===== src/common/asr_params.svh =====
/*
  Constants of the asynchronous serial receiver: special-function addresses,
  bank numbers, field positions, reset values and receive timing counts.
  Assumes it is included by its bare name wherever these macros are used.
*/
`ifndef ASR_PARAMS_SVH
`define ASR_PARAMS_SVH

// special-function addresses and banking
`define ASR_ADDR_BANK_SELECT 8'h0f
`define ASR_BANKED_LO 8'h10
`define ASR_BANKED_HI 8'h17
`define ASR_ADDR_RX_STATUS 8'h13
`define ASR_ADDR_RX_DATA 8'h14
`define ASR_ADDR_TX_STATUS 8'h15
`define ASR_ADDR_IRQ_FLAGS 8'h16
`define ASR_ADDR_IRQ_EN 8'h17
`define ASR_ADDR_BAUD 8'h17
`define ASR_BANK_SERIAL 4'h0
`define ASR_BANK_IRQ 4'h1

// receive status and control fields
`define ASR_BIT_PORT_ENABLE 7
`define ASR_BIT_NINE_BIT 6
`define ASR_BIT_SINGLE_RX 5
`define ASR_BIT_CONT_RX 4
`define ASR_BIT_FRAME_ERR 2
`define ASR_BIT_OVERRUN 1
`define ASR_BIT_NINTH_DATA 0

// transmit status and control fields
`define ASR_BIT_CSRC 7
`define ASR_BIT_TX9 6
`define ASR_BIT_TXEN 5
`define ASR_BIT_SYNC 4
`define ASR_BIT_TRMT 1
`define ASR_BIT_TX9D 0

// interrupt flag and enable fields
`define ASR_BIT_TX_EMPTY 1
`define ASR_BIT_RX_FULL 0
`define ASR_BIT_RX_FULL_IE 0

// reset values
`define ASR_RST_RX_STATUS 8'h00
`define ASR_RST_TX_STATUS 8'h02
`define ASR_RST_IRQ_EN 8'h00
`define ASR_RST_BAUD 8'h00
`define ASR_RST_BANK 8'h00

// receive timing in baud ticks, and last data bit index per character length
`define ASR_OVERSAMPLE_LAST 4'hf
`define ASR_SAMPLE_PHASE 4'h7
`define ASR_LAST_BIT_8 4'h7
`define ASR_LAST_BIT_9 4'h8

// receive buffer shape
`define ASR_FIFO_WIDTH 10
`define ASR_FIFO_DEPTH 8

`endif


===== src/common/asr_pkg.sv =====
/*
  Types of the asynchronous serial receiver: receive states, register
  selects and the registered state of the top module.
  Assumes asr_params.svh is on the include path.
*/
package asr_pkg;

	typedef enum logic [1:0] {
		ASR_IDLE,
		ASR_START,
		ASR_DATA,
		ASR_STOP
	} asr_rx_state_t;

	typedef enum logic [2:0] {
		ASR_SEL_NONE,
		ASR_SEL_RX_STATUS,
		ASR_SEL_RX_DATA,
		ASR_SEL_TX_STATUS,
		ASR_SEL_IRQ_FLAGS,
		ASR_SEL_IRQ_EN,
		ASR_SEL_BAUD,
		ASR_SEL_BANK
	} asr_sel_t;

	typedef struct packed {
		asr_rx_state_t st;
		logic [7:0] div_cnt;
		logic [3:0] phase;
		logic [3:0] bit_idx;
		logic [8:0] shreg;
		logic serial_port_enable;
		logic nine_bit_receive_select;
		logic single_receive_enable;
		logic continuous_receive_enable;
		logic overrun_error_flag;
		logic csrc;
		logic tx9;
		logic txen;
		logic sync;
		logic tx9d;
		logic [7:0] baud;
		logic [7:0] irq_en;
		logic [7:0] bank;
		logic [7:0] rdata;
		logic irq;
		logic pins_active;
		logic ck_out;
		logic ck_oe_n;
		logic ck_prev;
	} asr_regs_t;

endpackage


===== src/logic/asr_fifo.sv =====
/*
  Receive buffer: a flop-based FIFO with valid and ready on both sides.
  Assumes a single clock, synchronous active-high reset, and DEPTH above one.
*/
module asr_fifo
	import asr_pkg::*;
#(
	parameter int WIDTH = 10,
	parameter int DEPTH = 8
) (
	// clock and reset
	input wire logic sys_clk,
	input wire logic rst,
	// fill side
	input wire logic in_valid,
	output logic in_ready,
	input wire logic [WIDTH-1:0] in_data,
	// drain side
	output logic out_valid,
	input wire logic out_ready,
	output logic [WIDTH-1:0] out_data
);
	localparam int AW = $clog2(DEPTH);
	localparam int CW = $clog2(DEPTH + 1);

	typedef struct packed {
		logic [DEPTH-1:0][WIDTH-1:0] mem;
		logic [AW-1:0] wr_ptr;
		logic [AW-1:0] rd_ptr;
		logic [CW-1:0] count;
	} asr_fifo_state_t;

	asr_fifo_state_t cur;
	asr_fifo_state_t next_cur;
	logic push;
	logic pop;

	assign in_ready = (cur.count != CW'(DEPTH));
	assign out_valid = (cur.count != '0);
	assign out_data = cur.mem[cur.rd_ptr];
	assign push = in_valid && in_ready;
	assign pop = out_valid && out_ready;

	always_comb begin
		next_cur = cur;
		if (push) begin
			next_cur.mem[cur.wr_ptr] = in_data;
			next_cur.wr_ptr = (cur.wr_ptr == AW'(DEPTH - 1)) ? '0 : cur.wr_ptr + 1'b1;
		end
		if (pop) begin
			next_cur.rd_ptr = (cur.rd_ptr == AW'(DEPTH - 1)) ? '0 : cur.rd_ptr + 1'b1;
		end
		// simultaneous push and pop leave the count unchanged
		if (push && !pop) begin
			next_cur.count = cur.count + 1'b1;
		end else if (pop && !push) begin
			next_cur.count = cur.count - 1'b1;
		end
	end

	always_ff @(posedge sys_clk) begin
		if (rst) begin
			cur <= '0;
		end else begin
			cur <= next_cur;
		end
	end

endmodule


===== src/logic/asr_receiver.sv =====
/*
  Serial port receiver with its banked special-function registers: bank
  select, receive status and control, receive data, transmit status and
  control (mode bits only), interrupt flags, interrupt enables, baud divisor.
  Assumes a synchronous core bus that presents address and strobes for one
  cycle, and a receive pin already synchronous to sys_clk.

  // Function
  // - port enable switches pins to serial function
  // - nine-bit select sets character length
  // - single receive takes one byte, sync master
  // - continuous receive enables; overrides single receive
  // - status bit three always reads zero
  // - framing error tracks character, updated by data read
  // - overrun cleared only by clearing continuous receive
  // - ninth received bit held in status
  // - receive full flag; irq needs enable
  // - data read returns low eight bits
  // - disabling reception resets receive logic
  // - addresses 10h-17h banked by low nibble
  // - unimplemented bank reads zero, drops writes
  // - vector entry does not clear receive flag
*/
`include "asr_params.svh"

module asr_receiver
	import asr_pkg::*;
(
	// clock and reset
	input wire logic sys_clk,
	input wire logic rst,
	// special-function register port
	input wire logic [7:0] sfr_addr,
	input wire logic [7:0] sfr_wdata,
	input wire logic sfr_wr,
	input wire logic sfr_rd,
	output logic [7:0] sfr_rdata,
	// interrupt request toward the peripheral vector
	output logic rx_irq,
	// serial pins
	input wire logic serial_rx_data_pin,
	input wire logic serial_tx_clock_pin_in,
	output logic serial_tx_clock_pin_out,
	output logic serial_tx_clock_pin_oe_n,
	output logic serial_pins_active
);

	asr_regs_t cur;
	asr_regs_t next_cur;

	// receive buffer signals
	logic fifo_in_valid;
	logic fifo_in_ready;
	logic [`ASR_FIFO_WIDTH-1:0] fifo_in_data;
	logic fifo_out_valid;
	logic fifo_out_ready;
	logic [`ASR_FIFO_WIDTH-1:0] fifo_out_data;

	// decode of the banked register space, shared by read and write
	function automatic asr_sel_t decode(input logic [7:0] addr, input logic [3:0] bank);
		asr_sel_t sel;
		sel = ASR_SEL_NONE;
		if (addr == `ASR_ADDR_BANK_SELECT) begin
			sel = ASR_SEL_BANK;
		end else if (addr < `ASR_BANKED_LO || addr > `ASR_BANKED_HI) begin
			sel = ASR_SEL_NONE;
		end else if (bank == `ASR_BANK_SERIAL && addr == `ASR_ADDR_RX_STATUS) begin
			sel = ASR_SEL_RX_STATUS;
		end else if (bank == `ASR_BANK_SERIAL && addr == `ASR_ADDR_RX_DATA) begin
			sel = ASR_SEL_RX_DATA;
		end else if (bank == `ASR_BANK_SERIAL && addr == `ASR_ADDR_TX_STATUS) begin
			sel = ASR_SEL_TX_STATUS;
		end else if (bank == `ASR_BANK_SERIAL && addr == `ASR_ADDR_BAUD) begin
			sel = ASR_SEL_BAUD;
		end else if (bank == `ASR_BANK_IRQ && addr == `ASR_ADDR_IRQ_FLAGS) begin
			sel = ASR_SEL_IRQ_FLAGS;
		end else if (bank == `ASR_BANK_IRQ && addr == `ASR_ADDR_IRQ_EN) begin
			sel = ASR_SEL_IRQ_EN;
		end else begin
			sel = ASR_SEL_NONE;
		end
		return sel;
	endfunction

	asr_sel_t sel;
	logic rd_rx_data;
	logic wr_rx_status;
	logic sync_master;
	logic sync_slave;
	logic rx_on;
	logic tick;
	logic ck_rise;
	logic sample_now;
	logic bit_end;
	logic [3:0] last_bit;
	logic [8:0] cur_bits;
	logic head_framing_error_flag;
	logic head_ninth;
	logic [7:0] head_data;
	logic receive_full;

	assign sel = decode(sfr_addr, cur.bank[3:0]);
	assign rd_rx_data = sfr_rd && (sel == ASR_SEL_RX_DATA);
	assign wr_rx_status = sfr_wr && (sel == ASR_SEL_RX_STATUS);

	// head of the buffer: status bits follow the character about to be read
	assign head_framing_error_flag = fifo_out_valid && fifo_out_data[9];
	assign head_ninth = fifo_out_valid && fifo_out_data[8];
	assign head_data = fifo_out_valid ? fifo_out_data[7:0] : 8'h00;
	// flag follows buffer content; nothing but a data read drains it
	assign receive_full = fifo_out_valid;
	// a data read advances to the next character
	assign fifo_out_ready = rd_rx_data;

	assign sync_master = cur.sync && cur.csrc;
	assign sync_slave = cur.sync && !cur.csrc;
	// single receive only counts in sync master mode
	assign rx_on = cur.serial_port_enable && !cur.overrun_error_flag &&
		(sync_master ? (cur.continuous_receive_enable || cur.single_receive_enable) :
		cur.continuous_receive_enable);

	assign tick = (cur.div_cnt == 8'h00);
	assign ck_rise = serial_tx_clock_pin_in && !cur.ck_prev;
	assign sample_now = sync_slave ? ck_rise : (tick && cur.phase == `ASR_SAMPLE_PHASE);
	assign bit_end = sync_slave ? ck_rise : (tick && cur.phase == `ASR_OVERSAMPLE_LAST);
	assign last_bit = cur.nine_bit_receive_select ? `ASR_LAST_BIT_9 : `ASR_LAST_BIT_8;

	// shift register with the bit being sampled this cycle folded in
	always_comb begin
		cur_bits = cur.shreg;
		if (sample_now && cur.st == ASR_DATA) begin
			cur_bits[cur.bit_idx] = serial_rx_data_pin;
		end
	end

	always_comb begin
		next_cur = cur;
		fifo_in_valid = 1'b0;
		fifo_in_data = '0;

		// register writes; dropped when no register answers
		if (sfr_wr) begin
			case (sel)
				ASR_SEL_BANK: begin
					next_cur.bank = sfr_wdata;
				end
				ASR_SEL_RX_STATUS: begin
					next_cur.serial_port_enable = sfr_wdata[`ASR_BIT_PORT_ENABLE];
					next_cur.nine_bit_receive_select = sfr_wdata[`ASR_BIT_NINE_BIT];
					next_cur.single_receive_enable = sfr_wdata[`ASR_BIT_SINGLE_RX];
					next_cur.continuous_receive_enable = sfr_wdata[`ASR_BIT_CONT_RX];
				end
				ASR_SEL_TX_STATUS: begin
					next_cur.csrc = sfr_wdata[`ASR_BIT_CSRC];
					next_cur.tx9 = sfr_wdata[`ASR_BIT_TX9];
					next_cur.txen = sfr_wdata[`ASR_BIT_TXEN];
					next_cur.sync = sfr_wdata[`ASR_BIT_SYNC];
					next_cur.tx9d = sfr_wdata[`ASR_BIT_TX9D];
				end
				ASR_SEL_IRQ_EN: begin
					next_cur.irq_en = sfr_wdata;
				end
				ASR_SEL_BAUD: begin
					next_cur.baud = sfr_wdata;
				end
				default: begin
					next_cur.bank = cur.bank;
				end
			endcase
		end

		// overrun clears only on a falling continuous-receive enable
		if (wr_rx_status && cur.continuous_receive_enable &&
			!sfr_wdata[`ASR_BIT_CONT_RX]) begin
			next_cur.overrun_error_flag = 1'b0;
		end

		// edge memory for the external clock in slave mode
		next_cur.ck_prev = serial_tx_clock_pin_in;

		if (!rx_on) begin
			// disabled or halted: engine back to its starting point
			next_cur.st = ASR_IDLE;
			next_cur.div_cnt = cur.baud;
			next_cur.phase = 4'h0;
			next_cur.bit_idx = 4'h0;
			next_cur.shreg = 9'h000;
		end else begin
			// baud divisor: one tick every divisor+1 cycles
			if (tick) begin
				next_cur.div_cnt = cur.baud;
				next_cur.phase = cur.phase + 4'h1;
			end else begin
				next_cur.div_cnt = cur.div_cnt - 8'h01;
			end

			case (cur.st)
				ASR_IDLE: begin
					next_cur.div_cnt = cur.baud;
					next_cur.phase = 4'h0;
					next_cur.bit_idx = 4'h0;
					next_cur.shreg = 9'h000;
					if (cur.sync) begin
						// clocked modes carry no start bit
						next_cur.st = ASR_DATA;
					end else if (!serial_rx_data_pin) begin
						next_cur.st = ASR_START;
					end
				end
				ASR_START: begin
					// a start bit gone high at mid-bit was noise
					if (sample_now && serial_rx_data_pin) begin
						next_cur.st = ASR_IDLE;
					end else if (bit_end) begin
						next_cur.st = ASR_DATA;
						next_cur.bit_idx = 4'h0;
					end
				end
				ASR_DATA: begin
					next_cur.shreg = cur_bits;
					if (bit_end) begin
						if (cur.bit_idx != last_bit) begin
							next_cur.bit_idx = cur.bit_idx + 4'h1;
						end else if (cur.sync) begin
							// clocked character complete
							next_cur.st = ASR_IDLE;
							fifo_in_valid = 1'b1;
							fifo_in_data = {1'b0, cur.nine_bit_receive_select && cur_bits[8],
								cur_bits[7:0]};
							if (sync_master && !cur.continuous_receive_enable) begin
								next_cur.single_receive_enable = 1'b0;
							end
						end else begin
							next_cur.st = ASR_STOP;
						end
					end
				end
				ASR_STOP: begin
					// stop sampled at mid-bit, then idle to catch the next start
					if (sample_now) begin
						next_cur.st = ASR_IDLE;
						fifo_in_valid = 1'b1;
						fifo_in_data = {!serial_rx_data_pin,
							cur.nine_bit_receive_select && cur.shreg[8],
							cur.shreg[7:0]};
					end
				end
				default: begin
					next_cur.st = ASR_IDLE;
				end
			endcase

			// full buffer: character lost, reception halts until cleared
			if (fifo_in_valid && !fifo_in_ready) begin
				next_cur.overrun_error_flag = 1'b1;
				next_cur.st = ASR_IDLE;
			end
		end

		// software set of single receive wins over the hardware clear
		if (wr_rx_status) begin
			next_cur.single_receive_enable = sfr_wdata[`ASR_BIT_SINGLE_RX];
		end

		// registered read data, valid the cycle after the strobe
		if (sfr_rd) begin
			case (sel)
				ASR_SEL_BANK: begin
					next_cur.rdata = cur.bank;
				end
				ASR_SEL_RX_STATUS: begin
					next_cur.rdata = {cur.serial_port_enable, cur.nine_bit_receive_select,
						cur.single_receive_enable, cur.continuous_receive_enable, 1'b0,
						head_framing_error_flag, cur.overrun_error_flag,
						head_ninth};
				end
				ASR_SEL_RX_DATA: begin
					next_cur.rdata = head_data;
				end
				ASR_SEL_TX_STATUS: begin
					// no transmitter here: shift register always reads empty
					next_cur.rdata = {cur.csrc, cur.tx9, cur.txen, cur.sync, 2'b00, 1'b1,
						cur.tx9d};
				end
				ASR_SEL_IRQ_FLAGS: begin
					next_cur.rdata = {6'h00, 1'b1, receive_full};
				end
				ASR_SEL_IRQ_EN: begin
					next_cur.rdata = cur.irq_en;
				end
				ASR_SEL_BAUD: begin
					next_cur.rdata = cur.baud;
				end
				default: begin
					next_cur.rdata = 8'h00;
				end
			endcase
		end

		// interrupt request gated by the receive-full interrupt enable bit
		next_cur.irq = receive_full && cur.irq_en[`ASR_BIT_RX_FULL_IE];
		next_cur.pins_active = cur.serial_port_enable;
		// clock pin is driven only as a sync master with the port on
		next_cur.ck_oe_n = !(cur.serial_port_enable && sync_master);
		next_cur.ck_out = sync_master && (next_cur.st == ASR_DATA) && next_cur.phase[3];
	end

	always_ff @(posedge sys_clk) begin
		if (rst) begin
			cur <= '0;
			cur.st <= ASR_IDLE;
			cur.serial_port_enable <= 1'(`ASR_RST_RX_STATUS >> `ASR_BIT_PORT_ENABLE);
			cur.baud <= `ASR_RST_BAUD;
			cur.irq_en <= `ASR_RST_IRQ_EN;
			cur.bank <= `ASR_RST_BANK;
			cur.ck_oe_n <= 1'b1;
		end else begin
			cur <= next_cur;
		end
	end

	asr_fifo #(
		.WIDTH(`ASR_FIFO_WIDTH),
		.DEPTH(`ASR_FIFO_DEPTH)
	) i_asr_fifo (
		.sys_clk(sys_clk),
		.rst(rst),
		.in_valid(fifo_in_valid),
		.in_ready(fifo_in_ready),
		.in_data(fifo_in_data),
		.out_valid(fifo_out_valid),
		.out_ready(fifo_out_ready),
		.out_data(fifo_out_data)
	);

	assign sfr_rdata = cur.rdata;
	assign rx_irq = cur.irq;
	assign serial_pins_active = cur.pins_active;
	assign serial_tx_clock_pin_out = cur.ck_out;
	assign serial_tx_clock_pin_oe_n = cur.ck_oe_n;

endmodule


===== config.mk =====
export PLATFORM = sky130hd
export DESIGN_NAME = asr_receiver
export DESIGN_NICKNAME = d
export VERILOG_FILES = /design/src/common/asr_pkg.sv /design/src/logic/asr_fifo.sv /design/src/logic/asr_receiver.sv
export VERILOG_INCLUDE_DIRS = /design/src /design/src/common
export SDC_FILE = /design/constraint.sdc
export NUM_CORES = 1
export LEC_CHECK = 0
export BUFFER_PORTS_ARGS = -buffer_cell sky130_fd_sc_hd__buf_2
export CAP_MARGIN = 10
export CORE_MARGIN = 3
export CORE_UTILIZATION = 62
export DETAILED_ROUTE_END_ITERATION = 6
export GPL_TIMING_DRIVEN = 1
export PLACE_DENSITY_LB_ADDON = 0.08
export RECOVER_POWER = 50
export SLEW_MARGIN = 20
export SYNTH_ARGS = -nofsm -noshare
export SYNTH_HDL_FRONTEND = slang
export SYNTH_HIERARCHICAL = 1
export SYNTH_SLANG_ARGS = --single-unit

===== constraint.sdc =====
create_clock -name sys_clk -period 5.05 [get_ports sys_clk]
set_input_delay 1.515 -clock sys_clk [delete_from_list [all_inputs] [get_ports sys_clk]]
set_output_delay 1.515 -clock sys_clk [all_outputs]
set_load 0.1 [all_outputs]

* Word-level counts from Yosys, hierarchy flattened
Index checks and enable logic that the tools add are counted.
Storage, ports and cells: word-level logic and storage cells 213, flip-flop bits (word level) 164, bits of input ports 22, output and inout bits 12
Operators by class: mux-type cells 72, equality and inequality tests 28, magnitude comparators 7, reductions and logical operators 62, bitwise logic cells 1, add/subtract/negate cells 7
Operators with widths (count):
- $bwmux W80 | 1
- $pmux W8 S7 | 1
- $eq A8 B5 Y1 const B | 5
- $mux W10 | 4
- $mux W9 | 4
- $logic_and A1 B1 Y1 | 35
- $mux W4 | 8
- $bmux W10 S3 | 1
- $demux W10 S3 | 1
- $mux W3 | 10
- $mux W27 | 1
- $mux W2 | 11
- $mux W1 | 20
- $pmux W10 S2 | 1
- $eq A3 B3 Y1 const B | 6
- $pmux W9 S2 | 1
- $mux W8 | 2
- $add A4 B1 Y4 const B | 3
- $mux W12 | 1
- $pmux W4 S3 | 1
- $logic_not A1 Y1 | 10
- $reduce_and A2 Y1 | 5
- $bwmux W9 | 1
- $eq A8 B4 Y1 const B | 1
- other kinds (34) | 43

* Longest topological paths before layout
word-level depth 20, depth in mapped cells 17, mapped depth without buffers 16

* Hierarchy
The synthesis kept the hierarchy.
Modules (own cells, without submodules):
- asr_fifo | sequential area each 1801.7 um^2, cells an instance 374, area an instance 4043.9 um^2, instances 1
- asr_receiver | sequential area each 1481.4 um^2, cells an instance 478, area an instance 3930.0 um^2, instances 1

* Worst setup path before layout
No wires, ideal clock.
kind input -> register, start point input serial_tx_clock_pin_in, end point register i_asr_fifo/cur[3] (netlist bit), path slack 0.714 ns, data required time 4.929 ns, stages 13, data arrival time 4.216 ns, path buffers 0, library setup time 0.121 ns, path through or3b_2 > o21ai_2 > a2bb2oi_1 > nor3_1 > nand2_1 > inv_1 > ha_1 > inv_1 > ha_1 > a21oi_1 > a211oi_1 > a31oi_1 > mux2_2
Between the ends: word-level cells in the longest chain between the ends 10, elaborated cells between the ends (all ways) 14, classes of those cells mux: 8; reduce/logical: 6
Ends and longest elaborated chain:
- start, declared | RTL line asr_receiver.sv:42 | input wire logic serial_tx_clock_pin_in,
- $logic_and A1 B1 Y1 (*) | RTL line asr_receiver.sv:123 | assign ck_rise = serial_tx_clock_pin_in && !cur.ck_prev;
- $mux W1 (on tied branches) | RTL line asr_receiver.sv:124, asr_receiver.sv:125
- $mux W1 (on tied branches) | RTL line asr_receiver.sv:240, asr_receiver.sv:221
- $pmux W1 S2 (*) | RTL line asr_receiver.sv:197 | case (cur.st)
- $mux W1 (*) (2 in a row) | RTL line asr_receiver.sv:181 | if (!rx_on) begin
- via fifo_in_valid | RTL line asr_receiver.sv:52 | logic fifo_in_valid;
- $logic_and A1 B1 Y1 (*) | RTL line asr_fifo.sv:41 | assign push = in_valid && in_ready;
- via i_asr_fifo.push | RTL line asr_fifo.sv:35 | logic push;
- $logic_not A1 Y1 | RTL line asr_fifo.sv:56 | end else if (pop && !push) begin
- $logic_and A1 B1 Y1 | RTL line asr_fifo.sv:56
- $reduce_bool A2 Y1 (no line)
- end signal, assigned | RTL line asr_fifo.sv:65 | cur <= next_cur;
- end, declared | RTL line asr_fifo.sv:33 | asr_fifo_state_t cur;
The timed path passes the listed nets; every way through them passes the cells marked *. The select of a mux whose other input is x is not followed. A chain may end at the register's enable or synchronous reset.

* Worst setup path after layout
Ends and elaborated chain as after synthesis.

==> metrics.md <==
| Metric | Value |
|---|---|
| Startpoint types | `input port` |
| Total GRT Usage | `27.1%` |
| Synth top area share | `41.2%` |
| Total Routed Length | `around 19000 µm` |
| Synth cell count leaders | `164 x dfxtp_1, 128 x nor2_1, 91 x mux2i_1, 74 x nand2_1, 47 x nand3_1` |
| Sw frac | `22.1%` |
| Clk pwr share | `47.2%` |
| Vias in the first global route | `6063` |
| GPL Wtd Cong | `roughly 0.90` |
| # Max-Cap Violations | `2` |
| Nets | `884` |
| PortBufs | `33` |
| Die ar. | `between 0.01 and 0.015 mm²` |
| Cell with the most instances after synthesis | `dfxtp_1` |
| Placed Cells | `997` |
| Largest net degree at the start of global routing | `79` |
| Setup CP Type | `in2reg` |
| RSZ-0062 raised after global routing | `no` |
| Drt pass-1 iters | `5` |
| Fin. max-slew vios | `97` |
| Met3 WL | `between 1000 and 1500 µm` |
| Main combinational cell family by area after synthesis | `simple AND/OR/NAND/NOR gates` |
| Worst-path maximum fanout | `10` |
| Top post-synthesis cells by area | `dfxtp_1 41%, mux2i_1 11%, nor2_1 6.0%, mux4_2 5.6%, nand2_1 3.5%` |
| CTS tree | `yes` |
| FF+latch count, synth | `around 160` |
| Post-synthesis adder-cell area fraction | `under 10%` |
| CTS Buf Count | `17` |
| CP cell instances | `clkbuf_1 > or3b_2 > o21ai_0 > a2bb2oi_1 > nor3_1 > buf_4 > nand2_1 > inv_1 > ha_1 > inv_1 > ha_1 > a21oi_1 > a211oi_1 > a31oi_1 > mux2_2` |
| Top Ports | `34` |
| WP data required | `around 5.4 ns` |
| Peak VDD IR | `0.284 mV` |
| Synth Area in Simple Gates | `between 20% and 30%` |
| M1 WL | `between 8000 and 9000 µm` |
| Longest Clk Path Bufs | `2` |
| Cells after Synth | `~850` |
| Post-CTS setup repair buffer count | `0` |
| Failing checks | `max-capacitance violations, max-slew violations` |
| Die W | `119 µm` |
| P_sw | `566 µW` |
| Hold Path Class | `reg2reg` |
| Area grow syn2layout | `7.69%` |
| CP Capture Type | `flip-flop` |
| H-tree levels | `4` |
| Tot Pwr | `~2.6 mW` |
| Layout cells sized above 1 | `approximately an eighth` |
| Worst-path clk slew | `approximately 0.06 ns` |
| Via Count | `roughly 6400` |
| Max frequency | `between 200 and 250 MHz` |
| Finished Layout Cells | `1029` |
| Top FF cell, synth | `dfxtp_1` |
| Yosys top cell by area | `dfxtp_1` |
| Initial Utilization | `between 60% and 70%` |
| Post-detailed-route count of antenna-violating nets | `0` |
| Die span in y | `~120 µm` |
| Status | `finished, violations left` |
| # resized after CTS | `0` |
| Seq pwr share | `around half` |
| Sequential cell area fraction in the yosys report | `41.2%` |
| Hold buffer count at cts | `0` |
| Xor/xnor cell area share of the yosys netlist | `under 10%` |
| Multiplexer area fraction after synthesis | `a little under a fifth` |
| CTS sink cnt | `approximately 160` |
| Initial antenna violation count | `0` |
| Slew @ Worst Pin | `approximately 1.5 ns` |
| Average vias per placed instance | `6.19` |
| Clk Latency, worst-skew pair | `between 0.4 and 0.5 ns` |
| First DRT Iteration DRCs | `just under 800` |
| Distinct cells, synth | `just under 70` |
| Gate power share | `2.1%` |
| Post-synth EDFFs | `0` |
| Top routing layer used | `met4` |
| Crit path time final | `4.32 ns` |
| P_leak | `3.17 nW` |
| Largest stage delay, worst path | `0.49 ns` |
| Final hold vios | `0` |
| Root Driver | `clkbuf_16` |
| # DRC | `0` |
| Metal2 WL | `between 9000 and 10000 µm` |
| Cell Area, Placed | `a little over 0.008 mm²` |
| Setup Skew | `0.0118 ns` |
| Pint | `1.99 mW` |
| Arrival @ worst endpoint | `4.64 ns` |
| Hpwl dp | `approximately 13000 µm` |
| Synth Area in Compound Gates | `between 10% and 20%` |
| Relative slew slack | `-1.40%` |
| # fillers | `993` |
| Fin crit share | `a little under nine tenths` |
| Cell area power density | `between 200 and 300 mW/mm²` |
| Design Area, Final | `about 0.0086 mm²` |
| Final setup TNS | `0 ns` |
| Post-Syn Area | `about 0.0080 mm²` |
| Total of warnings raised by yosys | `6` |
| Count of final setup violators | `0` |
| Syn_area_per_cell | `between 9 and 10 µm²` |
| Slowest stage cell, crit path | `or3b_2` |
| Post-synth ARST share | `0%` |
| Mapped Nets | `888` |
| First-pass GRT wire length | `approximately 31000 µm` |
| Core area | `approximately 0.012 mm²` |
| Number of diodes | `0` |
| Per-cell routed wire length | `around 18 µm` |
| Rows | `40` |
| GRT overflow | `0` |
[layout make-up]
class,count,area [µm²],area share (%)
Timing Repair Buffer,46,226,2.64
Multi-Input combinational cell,606,4260,49.6
Clock inverter,9,71.3,0.831
Sequential cell,164,3280,38.2
Clock buffer,23,488,5.68
Tap cell,168,210,2.45
Inverter,13,48.8,0.568
[layer usage]
layer  vias to the layer above  GRT usage [%]
met5                         -              0
met4                         0           9.16
met3                        24           6.51
met2                       220           43.4
met1                      3093           36.1
li1                       3033              -
[worst max-delay path: cells and delay by family]
family                     cells  cell delay, ns
and+or+nand+nor                3            0.78
AOI/OAI and AO/OA              5            0.98
buffers and inverters          4            0.50
adders and majority gates      2            0.50
muxes                          1            0.35
[path summary, 6_finish.rpt]
path / from / to / slack (ns) / depth (start not counted)
worst max register to register: cur[64]$_SDFF_PP0_ / i_asr_fifo/cur[3]$_SDFFE_PP0P_ / 0.99 / 17
worst min-delay path: sfr_rdata[2]$_SDFFE_PP0P_ / sfr_rdata[2]$_SDFFE_PP0P_ / 0.46 / 2
worst min register to register: sfr_rdata[2]$_SDFFE_PP0P_ / sfr_rdata[2]$_SDFFE_PP0P_ / 0.46 / 2
worst max-delay path: serial_tx_clock_pin_in / i_asr_fifo/cur[3]$_SDFFE_PP0P_ / 0.73 / 15
[power by group through the flow]
| stage | registers [mW] | clock network [mW] | logic [mW] |
|---|---|---|---|
| 5_1_grt | 1.29 | 1.28 | 0.0599 |
| 4_1_cts | 1.29 | 1.22 | 0.0557 |
| 3_5_place_dp | 1.32 | 0 | 0.0555 |
| 6_report | 1.29 | 1.21 | 0.0550 |
| 2_1_floorplan | 1.32 | 0 | 0.0347 |
| 3_3_place_gp | 1.32 | 0 | 0.0540 |
[registers in the layout, summed over array words and instances (netlist names)]
register                  count
serial_tx_clock_pin_oe_n      1
sfr_rdata                     8
i_asr_fifo/cur               90
serial_pins_active            1
serial_tx_clock_pin_out       1
rx_irq                        1
cur                          62
[cell usage in the layout, fill, tap and decap left out, types with 5 or more instances in the layout]
cell / instances
ha_1: 13
dfxtp_1: 164
mux2i_1: 91
clkbuf_1: 23
nand3_1: 47
a32oi_1: 7
and3_1: 6
nor3_1: 12
mux4_2: 20
a211oi_1: 7
nand2b_1: 11
nand2_1: 75
buf_2: 15
xnor2_1: 6
a21oi_1: 42
or3_1: 5
inv_1: 13
mux2_2: 12
buf_4: 9
a222oi_1: 7
and2_1: 7
nand4_1: 12
nor2b_1: 5
nor2_1: 128
clkbuf_16: 17
xor2_1: 5
o21ai_0: 12
[logic make-up (layout without fill, tap and decap cells)]
| logic type | after synthesis | in the layout |
|---|---|---|
| buffers and inverters | 82 | 91 |
| xor gates and xnor gates | 11 | 11 |
| muxes | 123 | 123 |
| and+or+nand+nor | 343 | 343 |
| AOI/OAI and AO/OA | 115 | 115 |
| DFF | 164 | 164 |
| adders and majority gates | 14 | 14 |
[metrics by stage]
stage	setup slack [ns]	utilization, %	hold WS [ns]
3_3_place_gp	0.593	65.8	0.435
4_1_cts	0.935	70.3	0.455
6_report	0.726	69.7	0.455
3_5_place_dp	0.489	65.8	0.444
2_1_floorplan	0.714	-	0.422
5_1_grt	0.503	69.7	0.478
Note: power is estimated with default switching activity, not from simulation.
